**src/core/scd_consts.svh**
```systemverilog
// named constants of the spi command decoder: opcodes, pointers, fields
// assumes inclusion by bare name from each design file that needs them
`ifndef SCD_CONSTS_SVH
`define SCD_CONSTS_SVH

// ************************************************************
// command opcodes
// ************************************************************
`define SCD_OP_RESET   8'hc0
`define SCD_OP_READ    8'h03
`define SCD_OP_WRITE   8'h02
`define SCD_OP_BITMOD  8'h05
`define SCD_OP_RDSTAT  8'ha0
`define SCD_OP_RXSTAT  8'hb0
`define SCD_QRD_MASK   8'hf9
`define SCD_QRD_CODE   8'h90
`define SCD_SEL3_MASK  8'hf8
`define SCD_LTX_CODE   8'h40
`define SCD_RTS_CODE   8'h80

// ************************************************************
// opcode select fields
// ************************************************************
`define SCD_SEL_MSB    2
`define SCD_SEL_LSB    0
`define SCD_QRD_N      2
`define SCD_QRD_M      1
`define SCD_LTX_C      0

// ************************************************************
// buffer pointers
// ************************************************************
`define SCD_RECEIVE_BUFFER_ZERO       8'h60
`define SCD_RECEIVE_BUFFER_ONE       8'h70
`define SCD_TRANSMIT_BUFFER_ZERO       8'h30
`define SCD_TRANSMIT_BUFFER_ONE       8'h40
`define SCD_TXB2       8'h50
`define SCD_ID_OFS     8'h01
`define SCD_DATA_OFS   8'h06
`define SCD_TX_NONE    2'h3

// ************************************************************
// misc values
// ************************************************************
`define SCD_FULL_MASK  8'hff
`define SCD_BIT_FIRST  3'h0
`define SCD_BIT_LAST   3'h7
`define SCD_PIN_RST    3'h4
`define SCD_CLR_BUF0   2'h1
`define SCD_CLR_BUF1   2'h2

`endif

```
**src/core/scd_pkg.sv**
```systemverilog
// types shared by the spi command decoder files
// assumes nothing of its surroundings
package scd_pkg;

  // decoder phase within one chip-select frame
  typedef enum logic [3:0] {
    S_OPC,
    S_RADDR,
    S_WADDR,
    S_BADDR,
    S_BMASK,
    S_BDATA,
    S_RD,
    S_WR,
    S_STAT,
    S_RXST,
    S_IGN
  } scd_state_e;

endpackage

```
**src/core/scd_decoder.sv**
```systemverilog
// spi command decoder: takes serial commands, drives register strobes
// assumes a register file that answers REG_RDATA for REG_ADDR at once
`timescale 1ns/10ps
`include "scd_consts.svh"

// Summary of operation
// - reset opcode pulses register reset, config
// - read opcode, address, then data streams out
// - write opcode, address, then bytes stored
// - quick read points at receive buffer
// - chip select rise clears read buffer flag
// - quick load points at transmit buffer
// - transmit request sets selected buffer flags
// - request with no buffers selected ignored
// - status poll returns one status byte
// - status poll repeats while clocked
// - receive status byte repeats while selected
// - bits 7:6 mirror receive-full flags
// - bit 4 extended, bit 3 remote
// - bits 2:0 name matching filter
// - buffer zero describes low bits first
// - bit modify changes masked register bits
// - unsupported register forces full mask
// - first byte after select is opcode
// - sample on rise, shift on fall
// - pointer advances after each read byte
module scd_decoder (
  // clock, reset and enable
  input  wire logic       CLK,
  input  wire logic       NRST,
  input  wire logic       CE,
  // serial pins
  input  wire logic       CS_N,
  input  wire logic       SCK,
  input  wire logic       SI,
  output logic            SO,
  output logic            SO_OE_N,
  // register file port
  output logic      [7:0] REG_ADDR,
  output logic      [7:0] REG_WDATA,
  output logic            REG_WE,
  output logic            REG_RE,
  input  wire logic [7:0] REG_RDATA,
  input  wire logic       REG_BITMOD_OK,
  // control strobes
  output logic            SOFT_RESET,
  output logic      [2:0] TX_REQ,
  output logic      [1:0] RX_FULL_CLR,
  // status sources
  input  wire logic [7:0] STATUS_BYTE,
  input  wire logic [1:0] RX_FULL,
  input  wire logic       RX0_EXT,
  input  wire logic       RX0_RTR,
  input  wire logic [2:0] RX0_FILT,
  input  wire logic       RX1_EXT,
  input  wire logic       RX1_RTR,
  input  wire logic [2:0] RX1_FILT
);

  // ************************************************************
  // declarations
  // ************************************************************
  logic [2:0]            pin_s;      // synced cs_n, sck, si
  logic                  csn_s;      // synced chip select, low active
  logic                  sck_s;      // synced serial clock
  logic                  si_s;       // synced serial data in
  logic                  sck_d_ff;   // sck one cycle late
  logic                  csn_d_ff;   // cs_n one cycle late
  logic                  sck_rise;   // rising sck inside a frame
  logic                  sck_fall;   // falling sck inside a frame
  logic                  cs_rise;    // end of a frame
  logic                  byte_done;  // eighth bit sampled
  logic                  at_opc;     // opcode byte complete
  logic [2:0]            bitcnt_ff;  // bit position in byte
  logic [7:0]            rx_sh_ff;   // incoming shift register
  logic [7:0]            cur_byte;   // byte including current bit
  logic [7:0]            tx_sh_ff;   // outgoing shift register
  logic [7:0]            addr_ff;    // register pointer
  logic [7:0]            wdata_ff;   // write data
  logic [7:0]            mask_ff;    // bit modify mask
  logic [7:0]            eff_mask;   // mask after support check
  logic [7:0]            rxs_hold_ff; // frozen receive status
  logic [7:0]            rx_stat;    // live receive status
  logic [7:0]            qptr;       // quick pointer target
  logic [1:0]            tx_sel;     // transmit buffer pick
  logic                  is_qrd;     // quick receive read opcode
  logic                  is_ltx;     // valid quick load opcode
  logic                  is_rts;     // transmit request opcode
  logic                  we_ff;      // write strobe
  logic                  re_ff;      // read strobe
  logic                  so_ff;      // serial out bit
  logic                  so_oe_n_ff; // serial out enable
  logic                  soft_ff;    // register reset strobe
  logic [2:0]            transmit_request_flag_ff;   // transmit request strobes
  logic [1:0]            rxclr_ff;   // receive-full clear strobes
  logic                  qrd_ff;     // frame was a quick read
  logic                  qbuf_ff;    // buffer used by quick read
  scd_pkg::scd_state_e   state_ff;   // frame phase

  // ************************************************************
  // pin synchronisers and edge detection
  // ************************************************************
  // the link clock is just a sampled pin; 100 mhz vs 12.5 mhz sck
  scd_sync #(
    .W   (3),
    .RST (`SCD_PIN_RST)
  ) u_sync (
    .clk  (CLK),
    .nrst (NRST),
    .ce   (CE),
    .din  ({CS_N, SCK, SI}),
    .dout (pin_s)
  );

  assign csn_s = pin_s[2];
  assign sck_s = pin_s[1];
  assign si_s  = pin_s[0];

  // delayed copies for edge detection
  always_ff @(posedge CLK) begin
    if (!NRST) begin
      sck_d_ff <= 1'b0;
      csn_d_ff <= 1'b1;
    end else if (CE) begin
      sck_d_ff <= sck_s;
      csn_d_ff <= csn_s;
    end
  end

  // rise samples, fall shifts
  // either idle level works: edges count only inside a frame
  assign sck_rise  = sck_s & ~sck_d_ff & ~csn_s;
  assign sck_fall  = ~sck_s & sck_d_ff & ~csn_s;
  assign cs_rise   = csn_s & ~csn_d_ff;
  assign cur_byte  = {rx_sh_ff[6:0], si_s};
  assign byte_done = sck_rise & (bitcnt_ff == `SCD_BIT_LAST);
  assign at_opc    = byte_done & (state_ff == scd_pkg::S_OPC);

  // ************************************************************
  // opcode decode
  // ************************************************************
  assign is_qrd = (cur_byte & `SCD_QRD_MASK) == `SCD_QRD_CODE;
  assign is_rts = (cur_byte & `SCD_SEL3_MASK) == `SCD_RTS_CODE;
  assign tx_sel = cur_byte[`SCD_QRD_N:`SCD_QRD_M];
  // select codes past the third buffer name nothing and are ignored
  assign is_ltx = ((cur_byte & `SCD_SEL3_MASK) == `SCD_LTX_CODE) &&
                  (tx_sel != `SCD_TX_NONE);

  // quick pointer for receive and transmit buffer opcodes
  always_comb begin
    qptr = `SCD_RECEIVE_BUFFER_ZERO;
    if (is_qrd) begin
      qptr = cur_byte[`SCD_QRD_N] ? `SCD_RECEIVE_BUFFER_ONE : `SCD_RECEIVE_BUFFER_ZERO;
      qptr = qptr + (cur_byte[`SCD_QRD_M] ? `SCD_DATA_OFS : `SCD_ID_OFS);
    end else begin
      case (tx_sel)
        2'h0:    qptr = `SCD_TRANSMIT_BUFFER_ZERO;
        2'h1:    qptr = `SCD_TRANSMIT_BUFFER_ONE;
        default: qptr = `SCD_TXB2;
      endcase
      qptr = qptr + (cur_byte[`SCD_LTX_C] ? `SCD_DATA_OFS : `SCD_ID_OFS);
    end
  end

  // ************************************************************
  // frame phase
  // ************************************************************
  always_ff @(posedge CLK) begin
    if (!NRST) begin
      state_ff <= scd_pkg::S_OPC;
    end else if (CE) begin
      if (csn_s) begin
        state_ff <= scd_pkg::S_OPC;
      end else if (byte_done) begin
        case (state_ff)
          scd_pkg::S_OPC: begin
            if (cur_byte == `SCD_OP_READ) begin
              state_ff <= scd_pkg::S_RADDR;
            end else if (cur_byte == `SCD_OP_WRITE) begin
              state_ff <= scd_pkg::S_WADDR;
            end else if (cur_byte == `SCD_OP_BITMOD) begin
              state_ff <= scd_pkg::S_BADDR;
            end else if (cur_byte == `SCD_OP_RDSTAT) begin
              state_ff <= scd_pkg::S_STAT;
            end else if (cur_byte == `SCD_OP_RXSTAT) begin
              state_ff <= scd_pkg::S_RXST;
            end else if (is_qrd) begin
              state_ff <= scd_pkg::S_RD;
            end else if (is_ltx) begin
              state_ff <= scd_pkg::S_WR;
            end else begin
              // reset, request and unknown opcodes take no more bytes
              state_ff <= scd_pkg::S_IGN;
            end
          end
          scd_pkg::S_RADDR: state_ff <= scd_pkg::S_RD;
          scd_pkg::S_WADDR: state_ff <= scd_pkg::S_WR;
          scd_pkg::S_BADDR: state_ff <= scd_pkg::S_BMASK;
          scd_pkg::S_BMASK: state_ff <= scd_pkg::S_BDATA;
          scd_pkg::S_BDATA: state_ff <= scd_pkg::S_IGN;
          default:          state_ff <= state_ff;
        endcase
      end
    end
  end

  // ************************************************************
  // serial input shifter
  // ************************************************************
  always_ff @(posedge CLK) begin
    if (!NRST) begin
      bitcnt_ff <= `SCD_BIT_FIRST;
      rx_sh_ff  <= 8'h00;
    end else if (CE) begin
      if (csn_s) begin
        bitcnt_ff <= `SCD_BIT_FIRST;
      end else if (sck_rise) begin
        bitcnt_ff <= bitcnt_ff + 3'h1;
        rx_sh_ff  <= cur_byte;
      end
    end
  end

  // ************************************************************
  // register pointer
  // ************************************************************
  always_ff @(posedge CLK) begin
    if (!NRST) begin
      addr_ff <= 8'h00;
    end else if (CE) begin
      if (at_opc && (is_qrd || is_ltx)) begin
        addr_ff <= qptr;
      end else if (byte_done && (state_ff == scd_pkg::S_RADDR ||
                                 state_ff == scd_pkg::S_WADDR ||
                                 state_ff == scd_pkg::S_BADDR)) begin
        addr_ff <= cur_byte;
      end else if (re_ff || (we_ff && state_ff == scd_pkg::S_WR)) begin
        addr_ff <= addr_ff + 8'h01;
      end
    end
  end

  // ************************************************************
  // register strobes and write data
  // ************************************************************
  // full mask when unsupported
  assign eff_mask = REG_BITMOD_OK ? mask_ff : `SCD_FULL_MASK;

  always_ff @(posedge CLK) begin
    if (!NRST) begin
      we_ff    <= 1'b0;
      re_ff    <= 1'b0;
      wdata_ff <= 8'h00;
      mask_ff  <= 8'h00;
    end else if (CE) begin
      // fetch one cycle after the byte that asks for data
      re_ff <= byte_done && (state_ff == scd_pkg::S_RADDR ||
                             state_ff == scd_pkg::S_RD ||
                             (state_ff == scd_pkg::S_OPC && is_qrd));
      we_ff <= 1'b0;
      if (byte_done && state_ff == scd_pkg::S_BMASK) begin
        mask_ff <= cur_byte;
      end
      if (byte_done && state_ff == scd_pkg::S_WR) begin
        we_ff    <= 1'b1;
        wdata_ff <= cur_byte;
      end else if (byte_done && state_ff == scd_pkg::S_BDATA) begin
        we_ff    <= 1'b1;
        wdata_ff <= (REG_RDATA & ~eff_mask) | (cur_byte & eff_mask);
      end
    end
  end

  // ************************************************************
  // serial output path
  // ************************************************************
  scd_rxstat u_rxstat (
    .full  (RX_FULL),
    .ext0  (RX0_EXT),
    .rtr0  (RX0_RTR),
    .filt0 (RX0_FILT),
    .ext1  (RX1_EXT),
    .rtr1  (RX1_RTR),
    .filt1 (RX1_FILT),
    .stat  (rx_stat)
  );

  // loads never meet a fall: a fall trails its rise by several cycles
  always_ff @(posedge CLK) begin
    if (!NRST) begin
      tx_sh_ff    <= 8'h00;
      rxs_hold_ff <= 8'h00;
    end else if (CE) begin
      if (csn_s) begin
        tx_sh_ff <= 8'h00;
      end else if (re_ff) begin
        tx_sh_ff <= REG_RDATA;
      end else if (byte_done && (state_ff == scd_pkg::S_STAT ||
                   (state_ff == scd_pkg::S_OPC && cur_byte == `SCD_OP_RDSTAT))) begin
        tx_sh_ff <= STATUS_BYTE;
      end else if (at_opc && cur_byte == `SCD_OP_RXSTAT) begin
        tx_sh_ff    <= rx_stat;
        rxs_hold_ff <= rx_stat;
      end else if (byte_done && state_ff == scd_pkg::S_RXST) begin
        tx_sh_ff <= rxs_hold_ff;
      end else if (sck_fall) begin
        tx_sh_ff <= {tx_sh_ff[6:0], 1'b0};
      end
    end
  end

  // inside a frame the output bit changes on the falling edge only
  always_ff @(posedge CLK) begin
    if (!NRST) begin
      so_ff      <= 1'b0;
      so_oe_n_ff <= 1'b1;
    end else if (CE) begin
      so_oe_n_ff <= csn_s;
      if (csn_s) begin
        so_ff <= 1'b0;
      end else if (sck_fall) begin
        so_ff <= tx_sh_ff[7];
      end
    end
  end

  // ************************************************************
  // control strobes
  // ************************************************************
  always_ff @(posedge CLK) begin
    if (!NRST) begin
      soft_ff  <= 1'b0;
      transmit_request_flag_ff <= 3'h0;
      rxclr_ff <= 2'h0;
      qrd_ff   <= 1'b0;
      qbuf_ff  <= 1'b0;
    end else if (CE) begin
      soft_ff  <= at_opc && (cur_byte == `SCD_OP_RESET);
      transmit_request_flag_ff <= (at_opc && is_rts) ? cur_byte[`SCD_SEL_MSB:`SCD_SEL_LSB] : 3'h0;
      rxclr_ff <= 2'h0;
      if (cs_rise && qrd_ff) begin
        rxclr_ff <= qbuf_ff ? `SCD_CLR_BUF1 : `SCD_CLR_BUF0;
      end
      if (cs_rise) begin
        qrd_ff <= 1'b0;
      end else if (at_opc && is_qrd) begin
        qrd_ff  <= 1'b1;
        qbuf_ff <= cur_byte[`SCD_QRD_N];
      end
    end
  end

  // ************************************************************
  // outputs
  // ************************************************************
  assign SO          = so_ff;
  assign SO_OE_N     = so_oe_n_ff;
  assign REG_ADDR    = addr_ff;
  assign REG_WDATA   = wdata_ff;
  assign REG_WE      = we_ff;
  assign REG_RE      = re_ff;
  assign SOFT_RESET  = soft_ff;
  assign TX_REQ      = transmit_request_flag_ff;
  assign RX_FULL_CLR = rxclr_ff;
endmodule

```
**src/core/scd_rxstat.sv**
```systemverilog
// builds the receive-status byte from the two receive buffers
// assumes flag and frame-type inputs are stable levels on one clock
`timescale 1ns/10ps

module scd_rxstat (
  // receive-full flags, buffer one in bit 1
  input  wire logic [1:0] full,
  // buffer zero frame description
  input  wire logic       ext0,
  input  wire logic       rtr0,
  input  wire logic [2:0] filt0,
  // buffer one frame description
  input  wire logic       ext1,
  input  wire logic       rtr1,
  input  wire logic [2:0] filt1,
  // assembled status byte
  output logic      [7:0] stat
);

  // ************************************************************
  // status byte assembly
  // ************************************************************
  // buffer zero wins when both hold a message; unused bit reads zero
  always_comb begin
    stat = {full, 6'h00};
    if (full[0]) begin
      stat = {full, 1'b0, ext0, rtr0, filt0};
    end else if (full[1]) begin
      stat = {full, 1'b0, ext1, rtr1, filt1};
    end
  end

endmodule

```
**src/core/scd_sync.sv**
```systemverilog
// two-flop synchroniser for a group of pin inputs
// assumes the pins are asynchronous to clk and change slowly
`timescale 1ns/10ps

module scd_sync #(
  parameter int           W   = 1,
  parameter logic [W-1:0] RST = '0
) (
  // clock, reset and enable
  input  wire logic         clk,
  input  wire logic         nrst,
  input  wire logic         ce,
  // pins in, synchronised levels out
  input  wire logic [W-1:0] din,
  output logic      [W-1:0] dout
);

  // first stage, read only by the second stage
  logic [W-1:0] meta_ff;

  // ************************************************************
  // two flip-flop stages
  // ************************************************************
  always_ff @(posedge clk) begin
    if (!nrst) begin
      meta_ff <= RST;
      dout    <= RST;
    end else if (ce) begin
      meta_ff <= din;
      dout    <= meta_ff;
    end
  end

endmodule

```
**config.mk**
```make
export PLATFORM = sky130hd
export DESIGN_NAME = scd_decoder
export DESIGN_NICKNAME = d
export VERILOG_FILES = /design/src/core/scd_pkg.sv /design/src/core/scd_decoder.sv /design/src/core/scd_rxstat.sv /design/src/core/scd_sync.sv
export VERILOG_INCLUDE_DIRS = /design/src /design/src/core
export SDC_FILE = /design/constraint.sdc
export NUM_CORES = 1
export LEC_CHECK = 0
export ABC_AREA = 1
export BUFFER_PORTS_ARGS = -buffer_cell sky130_fd_sc_hd__buf_2
export CELL_PAD_IN_SITES_DETAIL_PLACEMENT = 1
export CELL_PAD_IN_SITES_GLOBAL_PLACEMENT = 2
export CORE_MARGIN = 5
export CORE_UTILIZATION = 32
export CTS_BUF_LIST = sky130_fd_sc_hd__clkbuf_8
export DETAILED_ROUTE_END_ITERATION = 16
export GPL_TIMING_DRIVEN = 0
export PLACE_DENSITY = 0.78
export SYNTH_ARGS = -nofsm -noshare
export SYNTH_HDL_FRONTEND = slang
export SYNTH_SLANG_ARGS = --single-unit
```
**constraint.sdc**
```tcl
create_clock -name CLK -period 2.35 [get_ports CLK]
set_input_delay 0.1175 -clock CLK [delete_from_list [all_inputs] [get_ports CLK]]
set_output_delay 0.1175 -clock CLK [all_outputs]
set_load 0.03 [all_outputs]
```
==> metrics.md <==
| Metric | Value |
|---|---|
| Tcrit/Tclk final | 91.8% |
| Final GP Congestion | 0.871 |
| Worst-path fanout max | 8 |
| Final setup vio count | 0 |
| Clock Power Share | 37.3% |
| TritonCTS clock tree | yes |
| CTS Sinks | 72 |
| Layout cell share with drive strength beyond 1 | 19.3% |
| Yosys warnings | 0 |
| Clk buf depth | 2 |
| Final nets | 716 |
| DR vias | 4301 |
| Crit start category | register |
| Leakage | 2.09 nW |
| P_int | 1.70 mW |
| Setup TNS | 0 ps |
| RSZ-0062 raised after global routing | false |
| Final core utilization | 39.3% |
| Worst Skew | 15.1 ps |
| Max Cap Viol | 0 |
| Outcome | finished clean |
| Antenna violations before repair | 0 |
| Slew headroom | 48.0% |
| TritonRoute pass-1 iters | 5 |
| Routed Antenna Nets | 0 |
| Clk pin slew, worst setup/hold paths | 80 ps |
| Psw | 0.747 mW |
| Seq pwr share | 51.3% |
| Pin count of the biggest net entering global routing | 14 |
| Clk_lat worst skew | 370 ps |
| N_diodes | 0 |
| Top Ports | 61 |
| Area delta synth->final | 19.0% |
| H-tree Lvls | 3 |
| Port bufs | 59 |
| Worst VDD drop | 0.000302 V |
| 1st-iter DRT viols | 212 |
| Critical path capture point type | register |
| Total grt overflow | 0 |
| DRC Markers | 0 |
| Final hold violations | 0 |
| Top_reg_cell synth | dfxtp_1 |
| HPWL after detailed placement | 11700 um |
| Post-synth ARST share | 0% |
| Die height | 122 um |
| Number of placement rows | 40 |
| GRT Overall Usage | 20.6% |
| Mapped Cells | 600 |
| Min Tclk post-route | 2160 ps |
| Net count after synthesis | 638 |
| DIE AREA | 14800 um^2 |
| Netlist cell types | 39 |
| Total CTS buffers | 9 |
| Drt wl/cell | 17.5 um |
| Hold WS | 99.8 ps |
| Vias in the first global route | 4445 |
| Synth top area share | 36.1% |
| Mean area per synthesized cell | 6.66 um^2 |
| Total power density per cell area | 516 nW/um^2 |
| Seq cells post-synth | 72 |
| Clock Root Buffer | clkbuf_8 |
| Yosys top cell by area | dfxtp_1 |
| Fmax | 0.463 GHz |
| Required time worst endpoint | 2630 ps |
| Starting Density | 33.0% |
| Die W | 122 um |
| Max Slew Vio Count | 0 |
| Comb pwr share | 11.4% |
| Sw Ratio | 30.5% |
| HP Class | input pin to register |
| Global-route wire length before repair | 23600 um |
| Routed Wire Length | 14900 um |
| EDFF count, synth | 0 |
| Arr. time, crit path | 2430 ps |
| Top cells by area, synth | dfxtp_1 36%, nand2_1 13%, nor2_1 7.5% |
| Register area share after synthesis | 36.1% |
| Pwr Total | 2.45 mW |
| DR vias/cell | 5.05 |
| Mapped Area | 4000 um^2 |
| Core Footprint | 12100 um^2 |
| Type of the worst setup path | register to register |
| Worst Max-Slew Pin Slew | 780 ps |
flip-flops by register name (all words and copies together) (netlist names), 2 cells and up:
signal,cells
u_sync.dout,3
mask_ff,8
TX_REQ,3
state_ff,4
REG_WDATA,8
u_sync.meta_ff,3
tx_sh_ff,8
bitcnt_ff,3
REG_ADDR,8
rxs_hold_ff,7
rx_sh_ff,7
RX_FULL_CLR,2
what timing repair did:
item | 4_1_cts | 5_1_grt
setup endpoints to repair | 1 | 13
hold buffers | 3 | 0
resized for setup | 0 | 3
pin swaps | 1 | 1
hold endpoints to repair | 3 | 0
gates cloned | 0 | 0
setup buffers | 3 | 2
power by group through the flow:
| stage | clock [mW] | sequential (mW) | combinational, mW |
|---|---|---|---|
| 5_1_grt | 0.989 | 1.26 | 0.312 |
| 2_1_floorplan | 0 | 1.29 | 0.161 |
| 4_1_cts | 0.935 | 1.26 | 0.282 |
| 3_3_place_gp | 0 | 1.29 | 0.274 |
| 3_5_place_dp | 0 | 1.29 | 0.277 |
| 6_report | 0.914 | 1.26 | 0.279 |
worst paths after layout:
check                             startpoint              to  slack, ps  cells past startpoint
worst max register to register  bitcnt_ff[0]     tx_sh_ff[1]        190                     12
worst max-delay path            bitcnt_ff[0]     tx_sh_ff[1]        190                     12
worst min register to register  REG_WDATA[6]    REG_WDATA[6]        470                      2
worst min-delay path             RX0_FILT[1]  rxs_hold_ff[1]        100                      5
critical path, stage by stage (launching register included):
cell and delay, ps:
dfxtp_1 360, ha_1 170, ha_2 220, inv_2 80
nor2_1 120, nand2_2 140, nor2_4 200, nand2_4 110
nand2_4 140, nor2_2 70, nor2_4 180, nand3_1 120
a21oi_1 150
cell families (layout without fill, tap and decap cells):
logic type	Yosys count	count (layout)	synth area share (%)
flops	72	72	36.1
simple gates	322	322	37.2
xor+xnor	5	5	1.10
compound gates	122	122	17.2
buf+inv	76	159	7.51
fa+ha+maj	3	3	0.939
per-stage QoR:
| stage | instance area, um^2 | setup WS (ps) | cells |
|---|---|---|---|
| global route | 4760 | 34.2 | 851 |
| global placement | 4500 | 62.8 | 827 |
| detailed placement | 4500 | 16.9 | 827 |
| CTS | 4730 | 46.4 | 849 |
| finish | 4760 | 192 | 851 |
| floorplan | 4000 | 560 | 600 |
final cells by class:
| type | instances | area [um^2] |
|---|---|---|
| inverters | 58 | 218 |
| fillers | 1623 | 7360 |
| flip-flops and latches | 72 | 1440 |
| plain buffers | 18 | 82.6 |
| well taps | 168 | 210 |
| clock buffers | 9 | 124 |
| clock inverters | 7 | 48.8 |
| repair buffers | 67 | 363 |
| multi-input cells | 452 | 2270 |
per-layer routing:
layer / up-vias / track usage [%] / routed length [um]
met1: 2045 / 26.5 / 6950
met4: 0 / 9.45 / 490
met5: - / 0 / 0
li1: 2144 / - / -
met2: 82 / 34.0 / 6990
met3: 30 / 2.92 / 490
synth_stat cells, types with 2 or more instances:
master and instances:
nand2_1 137, nor2_1 80, dfxtp_1 72, a21oi_1 54
nand3_1 53, inv_1 43, o21ai_0 41, nor3_1 16
inv_2 13, clkbuf_1 12, nor2_2 8, o211ai_1 8
a211oi_1 7, nand4_1 6, nand2_2 5, nand3_2 4
nor2_4 4, o21ai_1 4, xor2_1 4, buf_2 3
ha_1 3, nand2_4 3, a211oi_2 2, clkinv_1 2
nor3_4 2
layout by cell type, fill, tap and decap left out, drive strengths merged, types with 3 or more instances in the layout:
master	count
buf	70
o211ai	8
nor2	93
ha	3
dlygate4sd3	3
clkinvlp	3
dfxtp	72
clkinv	4
nand3	57
xor2	4
inv	58
nand2	145
nor3	18
a211oi	9
o21ai	47
a21oi	54
clkbuf	21
nand4	6
No activity file was read; power rests on OpenSTA's default activity.
